`src/design/dispense_pkg.sv`:
```
// Shared constants, command codes and pulse decoding for the dispense link.
package dispense_pkg;

    // Clock and time base: one tick is 10 ms at a 25 ns clock period.
    localparam int CLK_PERIOD_NS  = 25;
    localparam int TICK_PERIOD_NS = 10_000_000;
    localparam int TICK_CYCLES    = TICK_PERIOD_NS / CLK_PERIOD_NS;
    localparam int TICK_MS        = 10;

    // Counter widths for pulse widths, run counts and spacing timers.
    localparam int WIDTH_W = 11;
    localparam int SPACE_W = 18;
    localparam int RUNS_W  = 7;

    // Accepted pulse windows in milliseconds.
    localparam int PB1_MIN_MS  = 1900;
    localparam int PB1_MAX_MS  = 2100;
    localparam int PB2_MIN_MS  = 4900;
    localparam int PB2_MAX_MS  = 5100;
    localparam int BOTH_MIN_MS = 7900;
    localparam int BOTH_MAX_MS = 8100;
    localparam int FILL_MIN_MS = 11900;
    localparam int FILL_MAX_MS = 12100;
    localparam int ACK_MIN_MS  = 13900;
    localparam int ACK_MAX_MS  = 14100;

    // Sequence timing in milliseconds.
    localparam int IGNORE_MS  = 15000;
    localparam int READY_MS   = 3000;
    localparam int GAP_MS     = 2000;
    localparam int RUN_MAX_MS = 17000;

    // The same figures expressed in 10 ms ticks.
    localparam logic [WIDTH_W-1:0] IGNORE_T  = WIDTH_W'(IGNORE_MS / TICK_MS);
    localparam logic [WIDTH_W-1:0] READY_T   = WIDTH_W'(READY_MS / TICK_MS);
    localparam logic [WIDTH_W-1:0] GAP_T     = WIDTH_W'(GAP_MS / TICK_MS);
    localparam logic [WIDTH_W-1:0] RUN_MAX_T = WIDTH_W'(RUN_MAX_MS / TICK_MS);

    // Nominal pulse lengths that the controller end drives.
    localparam int PB1_NOM_MS  = 2000;
    localparam int PB2_NOM_MS  = 5000;
    localparam int BOTH_NOM_MS = 8000;
    localparam int FILL_NOM_MS = 12000;
    localparam int ACK_NOM_MS  = 14000;

    // Least spacing from the end of a command pulse to the next start, in milliseconds.
    localparam int PB1_SPACE_MS  = 22000;
    localparam int PB2_SPACE_MS  = 25000;
    localparam int BOTH_SPACE_MS = 47000;
    localparam int FILL_SPACE_MS = 1533000;

    // Number of motor runs per command.
    localparam int FILL_PER_BODY = 40;
    localparam logic [RUNS_W-1:0] RUNS_ONE  = RUNS_W'(1);
    localparam logic [RUNS_W-1:0] RUNS_TWO  = RUNS_W'(2);
    localparam logic [RUNS_W-1:0] RUNS_FILL = RUNS_W'(2 * FILL_PER_BODY);

    // Pump body selection.
    localparam logic BODY_FIRST  = 1'b0;
    localparam logic BODY_SECOND = 1'b1;

    // Command codes carried by the pulse length.
    typedef enum logic [2:0] {
        CMD_NONE, CMD_PB1, CMD_PB2, CMD_BOTH, CMD_FILL, CMD_ACK
    } cmd_t;

    // Classifies a measured width in ticks into a command code.
    function automatic cmd_t decode_width(input logic [WIDTH_W-1:0] w);
        cmd_t c;
        c = CMD_NONE;
        if (w >= WIDTH_W'(PB1_MIN_MS / TICK_MS) && w <= WIDTH_W'(PB1_MAX_MS / TICK_MS))
            c = CMD_PB1;
        if (w >= WIDTH_W'(PB2_MIN_MS / TICK_MS) && w <= WIDTH_W'(PB2_MAX_MS / TICK_MS))
            c = CMD_PB2;
        if (w >= WIDTH_W'(BOTH_MIN_MS / TICK_MS) && w <= WIDTH_W'(BOTH_MAX_MS / TICK_MS))
            c = CMD_BOTH;
        if (w >= WIDTH_W'(FILL_MIN_MS / TICK_MS) && w <= WIDTH_W'(FILL_MAX_MS / TICK_MS))
            c = CMD_FILL;
        if (w >= WIDTH_W'(ACK_MIN_MS / TICK_MS) && w <= WIDTH_W'(ACK_MAX_MS / TICK_MS))
            c = CMD_ACK;
        return c;
    endfunction

    // Nominal pulse length in ticks for a command.
    function automatic logic [WIDTH_W-1:0] nominal_ticks(input cmd_t c);
        logic [WIDTH_W-1:0] t;
        t = WIDTH_W'(PB1_NOM_MS / TICK_MS);
        case (c)
            CMD_PB2:  t = WIDTH_W'(PB2_NOM_MS / TICK_MS);
            CMD_BOTH: t = WIDTH_W'(BOTH_NOM_MS / TICK_MS);
            CMD_FILL: t = WIDTH_W'(FILL_NOM_MS / TICK_MS);
            CMD_ACK:  t = WIDTH_W'(ACK_NOM_MS / TICK_MS);
            default:  t = WIDTH_W'(PB1_NOM_MS / TICK_MS);
        endcase
        return t;
    endfunction

    // Least spacing in ticks after a command; acknowledge needs none.
    function automatic logic [SPACE_W-1:0] spacing_ticks(input cmd_t c);
        logic [SPACE_W-1:0] t;
        t = '0;
        case (c)
            CMD_PB1:  t = SPACE_W'(PB1_SPACE_MS / TICK_MS);
            CMD_PB2:  t = SPACE_W'(PB2_SPACE_MS / TICK_MS);
            CMD_BOTH: t = SPACE_W'(BOTH_SPACE_MS / TICK_MS);
            CMD_FILL: t = SPACE_W'(FILL_SPACE_MS / TICK_MS);
            default:  t = '0;
        endcase
        return t;
    endfunction

endpackage

```
`src/design/dispense_link_if.sv`:
```
// Two-wire link between the controller end and the dispense device.
`timescale 1ns/1ps
interface dispense_link_if;
    logic cmd;    // Command line, driven high for the pulse length.
    logic status; // Status line, high when ready or in a gap.

    // Device end reads commands and drives status.
    modport device (input cmd, output status);

    // Controller end drives commands and reads status.
    modport host (output cmd, input status);
endinterface

```
`src/design/pulse_length_dispense_control.sv`:
```
// Device end: decodes command pulse lengths and sequences motor runs.
// Summary of operation
// - 4.9 to 5.1 s pulse: one stroke second body.
// - Accept only after status high over 3 s.
// - Falling edge starts run; status low during run.
// - Runs of 7 to 17 s all tolerated.
// - Good single run returns status high.
// - Ignore commands within 3 s after run.
// - Controller spaces 5 s command by 25 s.
// - 7.9 to 8.1 s pulse: both bodies, two runs.
// - Dual command: 2 s high gap between runs.
// - Controller spaces 8 s command by 47 s.
// - 11.9 to 12.1 s pulse: 40 runs per body.
// - Bulk fill: 2 s high gap between runs.
// - Controller spaces 12 s command by 1533 s.
// - 14 s pulse in gap stops bulk fill.
// - Run fault holds status low, not high.
// - Ignore pulses over 15 s or off-window.
// - 2 s pulse: one stroke first body, 22 s spacing.
// - 14 s pulse acknowledges error while status low; status returns high only if the self check passes.
`timescale 1ns/1ps
module pulse_length_dispense_control
    import dispense_pkg::*;
#(
    parameter int TICK_CYC = TICK_CYCLES // Clock cycles per 10 ms tick.
) (
    input  wire logic clock,        // System clock, 40 MHz.
    input  wire logic rst_n,        // Asynchronous reset, active low.
    dispense_link_if.device link,   // Command and status lines.
    output logic      motor_run,    // High while the motor must turn.
    output logic      motor_body,   // Pump body of the current run.
    input  wire logic motor_done,   // One-cycle pulse at the end of a run.
    input  wire logic motor_fault,  // Fault seen during or right after the run.
    input  wire logic check_ok,     // Result of the internal self check.
    output logic      fill_active,  // High during a bulk fill sequence.
    output cmd_t      last_cmd      // Last command that was acted upon.
);

    // Width of the tick prescaler.
    localparam int PW = $clog2(TICK_CYC + 1);

    // Sequencer states.
    typedef enum logic [1:0] {ST_IDLE, ST_RUN, ST_GAP, ST_ERR} state_t;

    logic [PW-1:0]      prescale_ff;  // Cycle count within one tick.
    logic               tick;         // One-cycle strobe every 10 ms.
    logic               cmd_d_ff;     // Command line one cycle late.
    logic               cmd_fall;     // Falling edge of the command line.
    logic [WIDTH_W-1:0] width_ff;     // Pulse width in ticks, saturating.
    cmd_t               decoded;      // Command implied by the width.
    logic [WIDTH_W-1:0] ready_ff;     // Ticks with status continuously high.
    logic               ready_ok;     // Status has been high over 3 s.
    state_t             state_ff;     // Sequencer state.
    logic [WIDTH_W-1:0] timer_ff;     // Ticks spent in the current run or gap.
    logic [RUNS_W-1:0]  runs_left_ff; // Runs still to do, this one included.

    // Prescaler that divides the clock down to the 10 ms tick.
    always_ff @(posedge clock or negedge rst_n) begin
        if (!rst_n) begin
            prescale_ff <= '0;
        end else if (prescale_ff == PW'(TICK_CYC - 1)) begin
            prescale_ff <= '0;
        end else begin
            prescale_ff <= prescale_ff + PW'(1);
        end
    end

    // The tick strobes once per wrap of the prescaler.
    assign tick = (prescale_ff == PW'(TICK_CYC - 1));

    // Edge detect on the command line, which is synchronous to the clock.
    always_ff @(posedge clock or negedge rst_n) begin
        if (!rst_n) begin
            cmd_d_ff <= 1'b0;
        end else begin
            cmd_d_ff <= link.cmd;
        end
    end

    // A falling edge closes the measured pulse.
    assign cmd_fall = cmd_d_ff & ~link.cmd;

    // Pulse width counter in 10 ms steps; it saturates so that long levels
    // can never wrap around into a valid window.
    always_ff @(posedge clock or negedge rst_n) begin
        if (!rst_n) begin
            width_ff <= '0;
        end else if (link.cmd) begin
            if (tick && width_ff <= IGNORE_T) begin
                width_ff <= width_ff + WIDTH_W'(1);
            end
        end else if (!cmd_d_ff) begin
            // Line idle low: clear ready for the next pulse.
            width_ff <= '0;
        end
    end

    // Widths outside every window, including any over 15 s, decode to none.
    assign decoded = decode_width(width_ff);

    // Ready timer: counts only while the status line stays high.
    always_ff @(posedge clock or negedge rst_n) begin
        if (!rst_n) begin
            ready_ff <= '0;
        end else if (!link.status) begin
            // Any low period, such as a run, restarts the wait.
            ready_ff <= '0;
        end else if (tick && ready_ff <= READY_T) begin
            ready_ff <= ready_ff + WIDTH_W'(1);
        end
    end

    // Commands in idle count only once status has been high for more than 3 s.
    assign ready_ok = (ready_ff > READY_T);

    // Sequencer: decodes commands, runs the motor, times gaps and errors.
    always_ff @(posedge clock or negedge rst_n) begin
        if (!rst_n) begin
            state_ff     <= ST_IDLE;
            timer_ff     <= '0;
            runs_left_ff <= '0;
            motor_body   <= BODY_FIRST;
            fill_active  <= 1'b0;
            last_cmd     <= CMD_NONE;
        end else begin
            case (state_ff)
                ST_IDLE: begin
                    timer_ff <= '0;
                    // A command is taken on the falling edge, only when ready.
                    if (cmd_fall && ready_ok) begin
                        case (decoded)
                            CMD_PB1: begin
                                // One stroke on the first body.
                                state_ff     <= ST_RUN;
                                runs_left_ff <= RUNS_ONE;
                                motor_body   <= BODY_FIRST;
                                last_cmd     <= CMD_PB1;
                            end
                            CMD_PB2: begin
                                // One stroke on the second body.
                                state_ff     <= ST_RUN;
                                runs_left_ff <= RUNS_ONE;
                                motor_body   <= BODY_SECOND;
                                last_cmd     <= CMD_PB2;
                            end
                            CMD_BOTH: begin
                                // First body, then the second after a gap.
                                state_ff     <= ST_RUN;
                                runs_left_ff <= RUNS_TWO;
                                motor_body   <= BODY_FIRST;
                                last_cmd     <= CMD_BOTH;
                            end
                            CMD_FILL: begin
                                // Alternating runs, forty on each body.
                                state_ff     <= ST_RUN;
                                runs_left_ff <= RUNS_FILL;
                                motor_body   <= BODY_FIRST;
                                fill_active  <= 1'b1;
                                last_cmd     <= CMD_FILL;
                            end
                            default: begin
                                // Acknowledge while ready and unknown widths
                                // have no effect.
                                state_ff <= ST_IDLE;
                            end
                        endcase
                    end
                end
                ST_RUN: begin
                    if (tick) begin
                        timer_ff <= timer_ff + WIDTH_W'(1);
                    end
                    if (motor_done) begin
                        timer_ff <= '0;
                        if (motor_fault) begin
                            // A fault holds status low instead of high.
                            state_ff    <= ST_ERR;
                            fill_active <= 1'b0;
                        end else if (runs_left_ff == RUNS_ONE) begin
                            // Last good run: back to ready, status high.
                            state_ff    <= ST_IDLE;
                            fill_active <= 1'b0;
                        end else begin
                            // More runs follow after a high gap.
                            state_ff     <= ST_GAP;
                            runs_left_ff <= runs_left_ff - RUNS_W'(1);
                            motor_body   <= ~motor_body;
                        end
                    end else if (timer_ff > RUN_MAX_T) begin
                        // Runs up to 17 s are normal; beyond that the motor
                        // is taken to have failed.
                        state_ff    <= ST_ERR;
                        fill_active <= 1'b0;
                    end
                end
                ST_GAP: begin
                    if (cmd_fall && decoded == CMD_ACK) begin
                        // Acknowledge in a gap ends the sequence, no more runs.
                        state_ff     <= ST_IDLE;
                        timer_ff     <= '0;
                        runs_left_ff <= '0;
                        fill_active  <= 1'b0;
                        last_cmd     <= CMD_ACK;
                    end else if (tick) begin
                        if (timer_ff == GAP_T - WIDTH_W'(1)) begin
                            // Gap of 2 s over: the next run starts low.
                            state_ff <= ST_RUN;
                            timer_ff <= '0;
                        end else begin
                            timer_ff <= timer_ff + WIDTH_W'(1);
                        end
                    end
                end
                ST_ERR: begin
                    timer_ff <= '0;
                    // Only the acknowledge is heard while status is low.
                    if (cmd_fall && decoded == CMD_ACK) begin
                        last_cmd <= CMD_ACK;
                        if (check_ok) begin
                            state_ff <= ST_IDLE;
                        end
                    end
                end
                default: begin
                    state_ff <= ST_IDLE;
                end
            endcase
        end
    end

    // Status is high when ready or in a gap, low during runs and errors.
    assign link.status = (state_ff == ST_IDLE) || (state_ff == ST_GAP);

    // The motor turns for the whole run state.
    assign motor_run = (state_ff == ST_RUN);

endmodule

```
`src/flat_wrapper.sv`:
```
// flat-port wrapper written by rule: the top's interface ports become plain ports
module pulse_length_dispense_control_flat import dispense_pkg::*;
#(
    parameter int TICK_CYC = TICK_CYCLES                                
)
  (clock, rst_n, motor_run, motor_body, motor_done, motor_fault, check_ok, fill_active, last_cmd, link_cmd, link_status);
  dispense_link_if link_i ();
  input  wire logic clock;
  input  wire logic rst_n;
  output logic motor_run;
  output logic motor_body;
  input  wire logic motor_done;
  input  wire logic motor_fault;
  input  wire logic check_ok;
  output logic fill_active;
  output cmd_t last_cmd;
  input wire logic [$bits(link_i.cmd)-1:0] link_cmd;
  output wire logic [$bits(link_i.status)-1:0] link_status;
  assign link_i.cmd = link_cmd;
  assign link_status = link_i.status;
  pulse_length_dispense_control #(.TICK_CYC(TICK_CYC)) u_core (.clock(clock), .rst_n(rst_n), .link(link_i), .motor_run(motor_run), .motor_body(motor_body), .motor_done(motor_done), .motor_fault(motor_fault), .check_ok(check_ok), .fill_active(fill_active), .last_cmd(last_cmd));
endmodule
```
`config.mk`:
```
export PLATFORM = sky130hd
export DESIGN_NAME = pulse_length_dispense_control_flat
export DESIGN_NICKNAME = d
export VERILOG_FILES = /design/src/design/dispense_pkg.sv /design/src/design/dispense_link_if.sv /design/src/design/pulse_length_dispense_control.sv /design/src/flat_wrapper.sv
export SDC_FILE = /design/constraint.sdc
export NUM_CORES = 1
export LEC_CHECK = 0
export BUFFER_PORTS_ARGS = -buffer_cell sky130_fd_sc_hd__buf_2
export CORE_MARGIN = 3
export CORE_UTILIZATION = 55
export DETAILED_ROUTE_END_ITERATION = 16
export PLACE_DENSITY_LB_ADDON = 0.15
export RECOVER_POWER = 50
export SKIP_CTS_REPAIR_TIMING = 1
export SYNTH_ARGS = -nofsm -noshare
export SYNTH_HDL_FRONTEND = slang
export SYNTH_SLANG_ARGS = --single-unit
export TNS_END_PERCENT = 5
```
`constraint.sdc`:
```
create_clock -name clock -period 2.3 [get_ports clock]
set_input_delay 0.23 -clock clock [delete_from_list [all_inputs] [get_ports clock]]
set_output_delay 0.23 -clock clock [all_outputs]
set_load 0.02 [all_outputs]
```
==> Yosys cells after proc, flatten, opt, wreduce, memory -nomap -nowiden <==
Index checks and enable logic that the tools add are counted.
{ "totals": {"output_inout_bits": 7, "elab_cells": 143, "reg_bits": 67, "in_bits": 6} }
{ "classes": {"n_reduce_logical": 26, "addsub": 5, "eq_ne": 31, "n_mux": 54, "n_lt_le_gt_ge": 14, "n_bitwise": 3} }
{ "ops": {"columns": ["op", "count"], "rows": [
  ["two-way mux 11 bit", 10],
  ["one-hot mux 7 bit (3 select lines)", 2],
  ["two-way mux 7 bit", 5],
  ["adder 11 x 1 -> 11 bit, second input constant", 3],
  ["<= comparator 11 bit, second input constant", 3],
  ["one-hot mux 11 bit (3 select lines)", 1],
  ["two-way mux 2 bit", 12],
  ["greater-or-equal comparator 11 bit, second input constant", 2],
  ["<= comparator 11 x 9 -> 1 bit, second input constant", 2],
  ["adder 19 x 1 -> 19 bit, second input constant", 1],
  ["== test 19 bit, second input constant", 1],
  ["two-way mux 19 bit", 1],
  ["AND reduction 6 bit", 3],
  ["!= test 2 x 1 -> 1 bit, second input constant", 7],
  ["two-way mux 1 bit", 13],
  ["two-way mux 3 bit", 4],
  ["!= test 3 x 1 -> 1 bit, second input constant", 4],
  ["one-hot mux 3 bit (4 select lines)", 1],
  ["== test 11 x 8 -> 1 bit, second input constant", 1],
  ["greater-or-equal comparator 11 x 10 -> 1 bit, second input constant", 1],
  ["greater-or-equal comparator 11 x 8 -> 1 bit, second input constant", 1],
  ["greater-or-equal comparator 11 x 9 -> 1 bit, second input constant", 1],
  ["> comparator 11 bit, second input constant", 1],
  ["> comparator 11 x 9 -> 1 bit, second input constant", 1],
  ["other kinds (31)", 52]
]} }

==> Longest topological paths before layout <==
Gate-level depths: netlist of the first run.
{ "depth": {"word_depth": 12, "depth_mapped": 8, "mapped_depth_nobuf": 8} }

==> Worst setup path before layout of the first run <==
OpenSTA, ideal clock, no wires.
{ "synth_timing": {"path_type": "register -> register", "from": "register u_core.width_ff[9]", "to": "register u_core.state_ff[1]", "n_path_buf": 1, "arrival_time_ps": 2066, "stages_incl_launch_ff": 8, "slack_ps": 109, "setup_time_ps": 125, "cell_sequence": "dfrtp_1 buf_6 nand4b_1 or4_1 o211ai_2 o21bai_1 a211oi_2 mux2_2"} }
{ "synth_between": {"elab_chain_cells": 11, "word_cells_on_any_way": 28} }
{ "synth_lines": {"columns": ["item", "line", "rtl"], "rows": [
  ["start, declared", "pulse_length_dispense_control.sv:49", "logic [WIDTH_W-1:0] width_ff;"],
  ["start signal, assigned", "pulse_length_dispense_control.sv:90", "width_ff <= width_ff + WIDTH_W'(1);"],
  ["greater-or-equal comparator 11 x 8 -> 1 bit or <= comparator 11 x 8 -> 1 bit (tied branches)", "dispense_pkg.sv:71", "if (w >= WIDTH_W'(PB1_MIN_MS / TICK_MS) && w <= WIDTH_W'(PB1_MAX_MS / TICK_MS))"],
  ["logical AND 1 bit", "dispense_pkg.sv:71", null],
  ["two-way mux 1 bit", "dispense_pkg.sv:71", null],
  ["two-way mux 2 bit", "dispense_pkg.sv:73", "if (w >= WIDTH_W'(PB2_MIN_MS / TICK_MS) && w <= WIDTH_W'(PB2_MAX_MS / TICK_MS))"],
  ["two-way mux 2 bit", "dispense_pkg.sv:75", "if (w >= WIDTH_W'(BOTH_MIN_MS / TICK_MS) && w <= WIDTH_W'(BOTH_MAX_MS / TICK_MS))"],
  ["two-way mux 3 bit", "dispense_pkg.sv:77", "if (w >= WIDTH_W'(FILL_MIN_MS / TICK_MS) && w <= WIDTH_W'(FILL_MAX_MS / TICK_MS))"],
  ["two-way mux 3 bit *", "dispense_pkg.sv:79", "if (w >= WIDTH_W'(ACK_MIN_MS / TICK_MS) && w <= WIDTH_W'(ACK_MAX_MS / TICK_MS))"],
  ["== test 3 bit *", "pulse_length_dispense_control.sv:197, pulse_length_dispense_control.sv:217", null],
  ["logical AND 1 bit *", "pulse_length_dispense_control.sv:197, pulse_length_dispense_control.sv:217", null],
  ["!= test 3 x 1 -> 1 bit (no line), or another cell as far along", null, null],
  ["AND reduction 6 bit (no line) or one-hot mux 2 bit (4 select lines) (tied branches)", null, null],
  ["end signal, assigned", "pulse_length_dispense_control.sv:199", "state_ff <= ST_IDLE;"],
  ["end signal, assigned", "pulse_length_dispense_control.sv:220", "state_ff <= ST_IDLE;"],
  ["end signal, assigned", "pulse_length_dispense_control.sv:225", "state_ff <= ST_IDLE;"],
  ["end, declared", "pulse_length_dispense_control.sv:53", "state_t state_ff;"]
]} }
Every way passes the cells marked *; elsewhere a longest branch is shown, timed or not.
A chain may end at the register's enable or synchronous reset.

==> Final worst setup path of the first run <==
{ "layout_timing": {"from": "register u_core.width_ff[9]", "to": "register u_core.runs_left_ff[2]"} }
{ "layout_between": {"elab_chain_cells": 11, "word_cells_on_any_way": 30} }
{ "layout_lines": {"columns": ["item", "line", "rtl"], "rows": [
  ["greater-or-equal comparator 11 x 8 -> 1 bit or <= comparator 11 x 8 -> 1 bit (tied branches)", "dispense_pkg.sv:71", null],
  ["logical AND 1 bit", "dispense_pkg.sv:71", null],
  ["two-way mux 1 bit", "dispense_pkg.sv:71", null],
  ["two-way mux 2 bit", "dispense_pkg.sv:73", null],
  ["two-way mux 2 bit", "dispense_pkg.sv:75", null],
  ["two-way mux 3 bit", "dispense_pkg.sv:77", null],
  ["two-way mux 3 bit *", "dispense_pkg.sv:79", null],
  ["== test 3 x 1 -> 1 bit, or another cell as far along", "pulse_length_dispense_control.sv:131", "case (decoded)"],
  ["OR reduction 2 bit (no line) or logical AND 1 bit (tied branches)", null, null],
  ["!= test 4 bit (no line) or != test 2 x 1 -> 1 bit (tied branches)", null, null],
  ["AND reduction 7 bit (no line) *", null, null],
  ["end signal, assigned", "pulse_length_dispense_control.sv:186", "runs_left_ff <= runs_left_ff - RUNS_W'(1);"],
  ["end, declared", "pulse_length_dispense_control.sv:55", "logic [RUNS_W-1:0] runs_left_ff;"]
]} }
Marked as above.

==> summary.txt, run 1 <==
STA
  • Setup-failing EPs final: 1
  • Setup repair after global routing missed its margin: true
  • Worst slew pin tran: 0.927 ns
  • Period utilization: 100%
  • Final Hold Slack: 0.0394 ns
  • Clock skew: 0.0173 ns
  • Fin worst setup slack: -0.0113 ns
  • Final period demand of the worst path: 2.31 ns
  • Slew HR: 38.2%
  • Hold Fails Final Rpt: 0
  • Max Slew Vio Count: 0
  • FMAX: 433 MHz

Detailed routing
  • WL/cell: 15.6 microns
  • Final WL: 8890 microns
  • Vias per std cell: 5.96
  • DRC: 0
  • Final ANT Viol Nets: 0
  • Pre-Repair DR Iteration Count: 5
  • 1st-iter DRT viols: 194
  • DR vias: 3,395

Worst setup path
  • Worst Setup Path Type: reg -> reg
  • CP max stage delay: 0.57 ns
  • Reg-to-Reg Start: u_core.width_ff[9]
  • Critical path launch point: u_core.width_ff[9]
  • CP cell instances: nand4b_1 > or4_4 > o211ai_4 > nand2b_1 > o41ai_1 > o21ai_1
  • Crit path DAT: 2.53 ns
  • Crit. End Element: register
  • Worst-path maximum fanout: 9
  • Required time of the critical path: 2.52 ns
  • CP Launch Type: register
  • Critical path's slowest cell: or4_4

Floorplanning
  • Top-Level Pins: 13
  • DIE AREA: 0.00849 sq mm
  • Total core area: 0.00698 sq mm
  • Starting density of the core: 58.4%
  • Die height: 92.1 microns
  • # rows: 30
  • Die width: 92.1 microns

Flow run
  • Max cap viols: 0

Global route
  • Largest net degree at the start of global routing: 53
  • First-pass GRT wire length: 15,100 microns
  • Met3 Track Usage GR: 5.41%
  • Initial antenna violation count: 0
  • Met1 Track Usage GR: 29.9%
  • GRT Total Usage: 22.2%
  • Most Crowded Layer GR: met2
  • Grt total ovfl: 0
  • Vias in the first global route: 3,186
  • Met2 Track Usage GR: 34.2%

Clocking
  • CTS clk-pin slew, worst paths: 0.08 ns
  • Clock latency on the worst-skew pair: 0.35 ns
  • CTS tree: yes
  • CTS Buf Count: 9
  • H-tree levels: 3
  • Root Buffer: clkbuf_8
  • Clk buf depth: 2
  • CTS Sinks: 67

Synthesis
  • Async set-reset flop share out of synthesis: 100%
  • Cell Area, Synth: 0.00408 sq mm
  • Synth warn: 0
  • Predominant post-synthesis flop cell: dfrtp_1
  • Avg Cell Area, Syn: 9.53 sq um
  • #FFs+latches synth: 67
  • Mapped Cells: 428
  • Post-synth EDFFs: 0
  • Register area share after synthesis: 41.1%
  • Post-Syn Nets: 447
  • Number of library cell types mapped by synthesis: 76

Outcome
  • Failing checks: setup timing
  • Status: finished, violations left

Power and ir drop
  • Power per standard cell area: 460 mW/mm^2
  • Max VDD drop: 0.360 mV
  • Internal power: 1.66 mW
  • Net switching power: 0.478 mW
  • Flop pwr share: 55.2%
  • Net Sw Frac: 22.3%
  • Clock power share: 42.8%
  • Combinational group share of total power: 2.0%
  • Leak: 2.01 nW
  • Power Total: 2.14 mW

Placed design
  • Final HPWL DP: 6350 microns
  • DP Area: 0.00437 sq mm
  • Routability cong.: 0.868
  • Port Buffers: 12
  • Placed insts: 552

Layout
  • Most frequent cells in the layout: 62 x dfrtp_1, 39 x nor2_1, 34 x nand2_1
  • Antenna cell count: 0
  • Layout Nets: 489
  • Fraction of layout cells with a size suffix above 1: 19.0%
  • Core Util, Final: 66.5%
  • Area grow syn2layout: 13.8%
  • Final std cells w/o fill: 570
  • Commonest non-fill, non-tap cell in the layout: dfrtp_1
  • Design Area, Final: 0.00464 sq mm

Min path
  • Min-delay worst type: in -> reg
  • Worst Hold Launch: link_cmd
==> area by class of cell <==
type	count	area, sq um
well taps	96	120
multi-input cells	328	2280
repair buffers	44	305
flip-flops and latches	67	1680
clock buffers	13	169
fillers	598	2340
clock inverters	2	10.0
inverters	20	75.1
==> per-stage QoR <==
stage / setup WS, ns / setup TNS [ns]
global route: -0.0601 / -0.395
global placement: 0.0657 / 0
floorplan: 0.109 / 0
CTS: -0.0691 / -0.186
detailed placement: -0.0549 / -0.0549
finish: -0.0113 / -0.0113
==> synth_stat cells, drive strengths merged (4+ instances only) <==
cell type   n  share of area [%]
dfrtp      67                 41
nor2       43                4.2
nand2      35                3.3
o21ai      24                2.9
inv        20                1.8
nand3      19                2.6
xnor2      17                3.7
a21oi      13                1.7
ha         13                4.0
and3       11                1.7
nor2b      10                1.5
xor2       10                2.1
a22o        9                1.9
buf         9                2.5
nand4       9                1.4
nor3        8                1.3
nor4        7                1.1
or3         7                1.1
a31oi       6               0.92
and2        6               0.92
and4        6                1.3
mux2        6                1.7
nand2b      5               0.77
clkbuf      4               0.37
mux2i       4               0.98
nand4b      4               0.86
or4         4               0.83
==> power by group through the flow <==
stage	Clock [mW]	Combinational, mW	Sequential, mW
6_report	0.914	0.0435	1.18
4_1_cts	0.936	0.0462	1.18
3_3_place_gp	0	0.0458	1.20
5_1_grt	0.995	0.0498	1.18
2_1_floorplan	0	0.00890	1.20
3_5_place_dp	0	0.0463	1.20
==> worst max-delay path: cells and delay by family, from the launching register on <==
kind	cells	cell delay (ns)
and+or+nand+nor	3	0.97
AOI/OAI and AO/OA	3	0.72
DFF	1	0.48
==> state kept, by name, summed over array words and instances (netlist names), 2 cells and up <==
signal,flops
u_core.last_cmd,3
u_core.prescale_ff,19
u_core.ready_ff,11
u_core.runs_left_ff,7
u_core.state_ff,2
u_core.timer_ff,11
u_core.width_ff,11
==> worst paths after layout <==
path / depth (start not counted) / end / slack (ns)
setup / recovery: 6 / u_core.runs_left_ff[2] / -0.01
hold / removal: 1 / u_core.cmd_d_ff / 0.04
setup reg to reg: 6 / u_core.runs_left_ff[2] / -0.01
hold reg to reg: 1 / u_core.last_cmd[0] / 0.49
max in group asynchronous: 3 / u_core.width_ff[5] / 0.43
min in group asynchronous: 2 / u_core.last_cmd[0] / 0.52
==> cells by family after synthesis <==
group,share of synthesized area (%)
fa+ha+maj,3.99
flops,41.1
simple gates,26.4
compound gates,15.3
buf+inv,4.75
xor+xnor,5.80
mux,2.64
==> layer usage <==
layer,wire length (microns),vias to the layer above
met1,4180,1652
met4,236,0
met5,0,-
li1,-,1638
met2,4110,83
met3,364,22
Power figures use the tool's default switching activity.
==> inputs of run 2 (changes only) <==
--- a/config.mk
+++ b/config.mk
@@ -11,6 +11,7 @@
 export DETAILED_ROUTE_END_ITERATION = 16
 export PLACE_DENSITY_LB_ADDON = 0.15
 export RECOVER_POWER = 50
+export REMOVE_ABC_BUFFERS = 1
 export SKIP_CTS_REPAIR_TIMING = 1
 export SYNTH_ARGS = -nofsm -noshare
 export SYNTH_HDL_FRONTEND = slang
==> summary.txt, run 2 (synthesis results as in run 1) <==
Outcome
  • Status: completed

Worst setup path
  • Worst Setup Path Type: reg -> reg
  • CP max stage delay: 0.54 ns (-0.03 ns)
  • CP Launch Type: register
  • Reg-to-Reg Start: u_core.width_ff[9]
  • CP cell instances: nand4b_1 > or4_1 > o211ai_2 > nand2b_1 > nor4_1 > mux2i_1
  • Crit path DAT: 2.56 ns (+0.03 ns)
  • Crit. End Element: register
  • Worst-path maximum fanout: 9 (unchanged)
  • Reg2reg end: u_core.fill_active
  • Critical path's slowest cell: or4_1
  • Worst R2R Path Depth: 6 (unchanged)
  • Required time of the critical path: 2.57 ns (+0.05 ns)
  • Delay-heaviest family, CP: simple AND/OR/NAND/NOR gates
  • Critical path buffer and inverter count: 0 (unchanged)
  • R2r setup slk: 0.02 ns (+0.03 ns)

Clocking
  • H-tree levels: 3 (unchanged)
  • CTS tree: yes
  • Clock latency on the worst-skew pair: 0.35 ns (about the same)
  • CTS clk-pin slew, worst paths: 0.08 ns (about the same)
  • Clk buf depth: 2 (unchanged)
  • CTS Sinks: 67 (unchanged)
  • Root Buffer: clkbuf_8
  • CTS Buf Count: 9 (unchanged)

STA
  • Final Hold Slack: 0.0713 ns (+0.0319 ns)
  • FMAX: 438 MHz (+1.2%)
  • Setup-failing EPs final: 0 (-1)
  • Setup repair after global routing missed its margin: true
  • Final period demand of the worst path: 2.28 ns (-0.0280 ns)
  • Max Slew Vio Count: 0 (unchanged)
  • Clock skew: 0.00809 ns (-0.00922 ns)
  • Worst slew pin tran: 1.46 ns (+0.538 ns)
  • Period utilization: 99.3% (-1.2 points)
  • Hold Fails Final Rpt: 0 (unchanged)
  • Slew HR: 2.34% (-36 points)

Min path
  • WHS Endpoint: u_core.cmd_d_ff
  • Min-delay worst type: in -> reg
  • Worst Hold Launch: link_cmd
  • Hold Path Depth: 1 (unchanged)

Detailed routing
  • DRC: 0 (unchanged)
  • 1st-iter DRT viols: 95 (-51%)
  • Final ANT Viol Nets: 0 (unchanged)
  • WL/cell: 15.5 microns (-0.84%)
  • Pre-Repair DR Iteration Count: 4 (-1)
  • Vias per std cell: 5.86 (-1.6%)
  • DR vias: 3,330 (-1.9%)
  • Final WL: 8780 microns (-1.2%)

Layout
  • Antenna cell count: 0 (unchanged)
  • Largest Register: u_core.prescale_ff
  • Fraction of layout cells with a size suffix above 1: 19.1% (+0.080 points)
  • Max reg flops: 19 (unchanged)
  • Core Util, Final: 66.9% (+0.43 points)
  • Layout Nets: 486 (-0.61%)
  • Most frequent cells in the layout: 61 x dfrtp_1, 40 x nor2_1, 34 x nand2_1
  • Area grow syn2layout: 14.5%
  • Commonest non-fill, non-tap cell in the layout: dfrtp_1
  • Design Area, Final: 0.00467 sq mm (+0.65%)

Power and ir drop
  • Net Sw Frac: 20.8% (-1.6 points)
  • Internal power: 1.94 mW (+17%)
  • Net switching power: 0.508 mW (+6.4%)
  • Flop pwr share: 48.2% (-7.0 points)
  • Power per standard cell area: 524 mW/mm^2 (+14%)
  • Max VDD drop: 0.318 mV (-12%)
  • Leak: 2.03 nW (+0.90%)
  • Clock power share: 50.1% (+7.3 points)
  • Combinational group share of total power: 1.7% (-0.3 points)

Floorplanning
  • DIE AREA: 0.00849 sq mm (unchanged)
  • # rows: 30 (unchanged)
  • Total core area: 0.00698 sq mm (unchanged)
  • Starting density of the core: 58.4% (unchanged)
  • Die height: 92.1 microns (unchanged)
  • Die width: 92.1 microns (unchanged)
  • Top-Level Pins: 13 (unchanged)

Global route
  • Grt total ovfl: 0 (unchanged)
  • Vias in the first global route: 3,321 (+4.2%)
  • GRT Total Usage: 22.4% (+0.18 points)
  • Initial antenna violation count: 0 (unchanged)
  • Largest net degree at the start of global routing: 68 (+28%)
  • First-pass GRT wire length: 15,300 microns (+1.7%)

Placed design
  • Final HPWL DP: 6250 microns (-1.6%)
  • Port Buffers: 12 (unchanged)
  • Routability cong.: 0.905 (+4.3%)
  • DP Area: 0.00436 sq mm (-0.17%)

Flow run
  • Max cap viols: 0 (unchanged)
run 2: changes by cell type in the layout (fill, tap and decap cells not counted), moves of 2 or more:
cell / delta
bufinv_16: +3
buf_4: -2
clkbuf_8: -2
clkinv_4: +2
run 2: power by group through the flow:
stage | clock network, mW | logic, mW | registers, mW
final | 1.23 | 0.0413 | 1.18
after detailed placement | 0 | 0.0461 | 1.20
after global routing | 1.30 | 0.0485 | 1.18
after CTS | 1.25 | 0.0460 | 1.18
after floorplan | 0 | 0.00840 | 1.20
after global placement | 0 | 0.0455 | 1.20
run 2: final cells by class:
cell class              count  area, sq um
multi-input cells         328         2260
repair buffers             41          277
flip-flops and latches     67         1680
well taps                  96          120
clock buffers              10          138
fillers                   579         2310
clock inverters             6          113
inverters                  20         75.1
run 2: layer usage:
metal / share of wire (%) / vias to the layer above / GRT usage, %
li1: - / 1632 / -
met5: 0 / - / 0
met2: 49 / 66 / 38.1
met3: 4.2 / 12 / 6.15
met1: 45 / 1620 / 27.9
met4: 1.4 / 0 / 6.19
run 2: worst max-delay path by stage:
stage	from	end	slack [ns]	cells past startpoint
finish	u_core.width_ff[9]	u_core.fill_active	0.02	6
global route	u_core.width_ff[9]	u_core.state_ff[1]	-0.05	6
CTS	u_core.width_ff[9]	u_core.state_ff[1]	0.006	6
detailed placement	u_core.width_ff[9]	u_core.state_ff[1]	0.01	6
global placement	u_core.width_ff[9]	u_core.state_ff[1]	0.08	6
floorplan	u_core.width_ff[2]	u_core.state_ff[1]	0.11	6
run 2: through the flow:
stage | instances | worst slack, ns | setup TNS, ns | power [mW]
final | 568 | 0.0166 | 0 | 2.45
after floorplan | 415 | 0.110 | 0 | 1.21
after CTS | 567 | 0.00553 | 0 | 2.47
after detailed placement | 551 | 0.0139 | 0 | 1.25
after global routing | 568 | -0.0503 | -0.148 | 2.53
after global placement | 551 | 0.0756 | 0 | 1.25
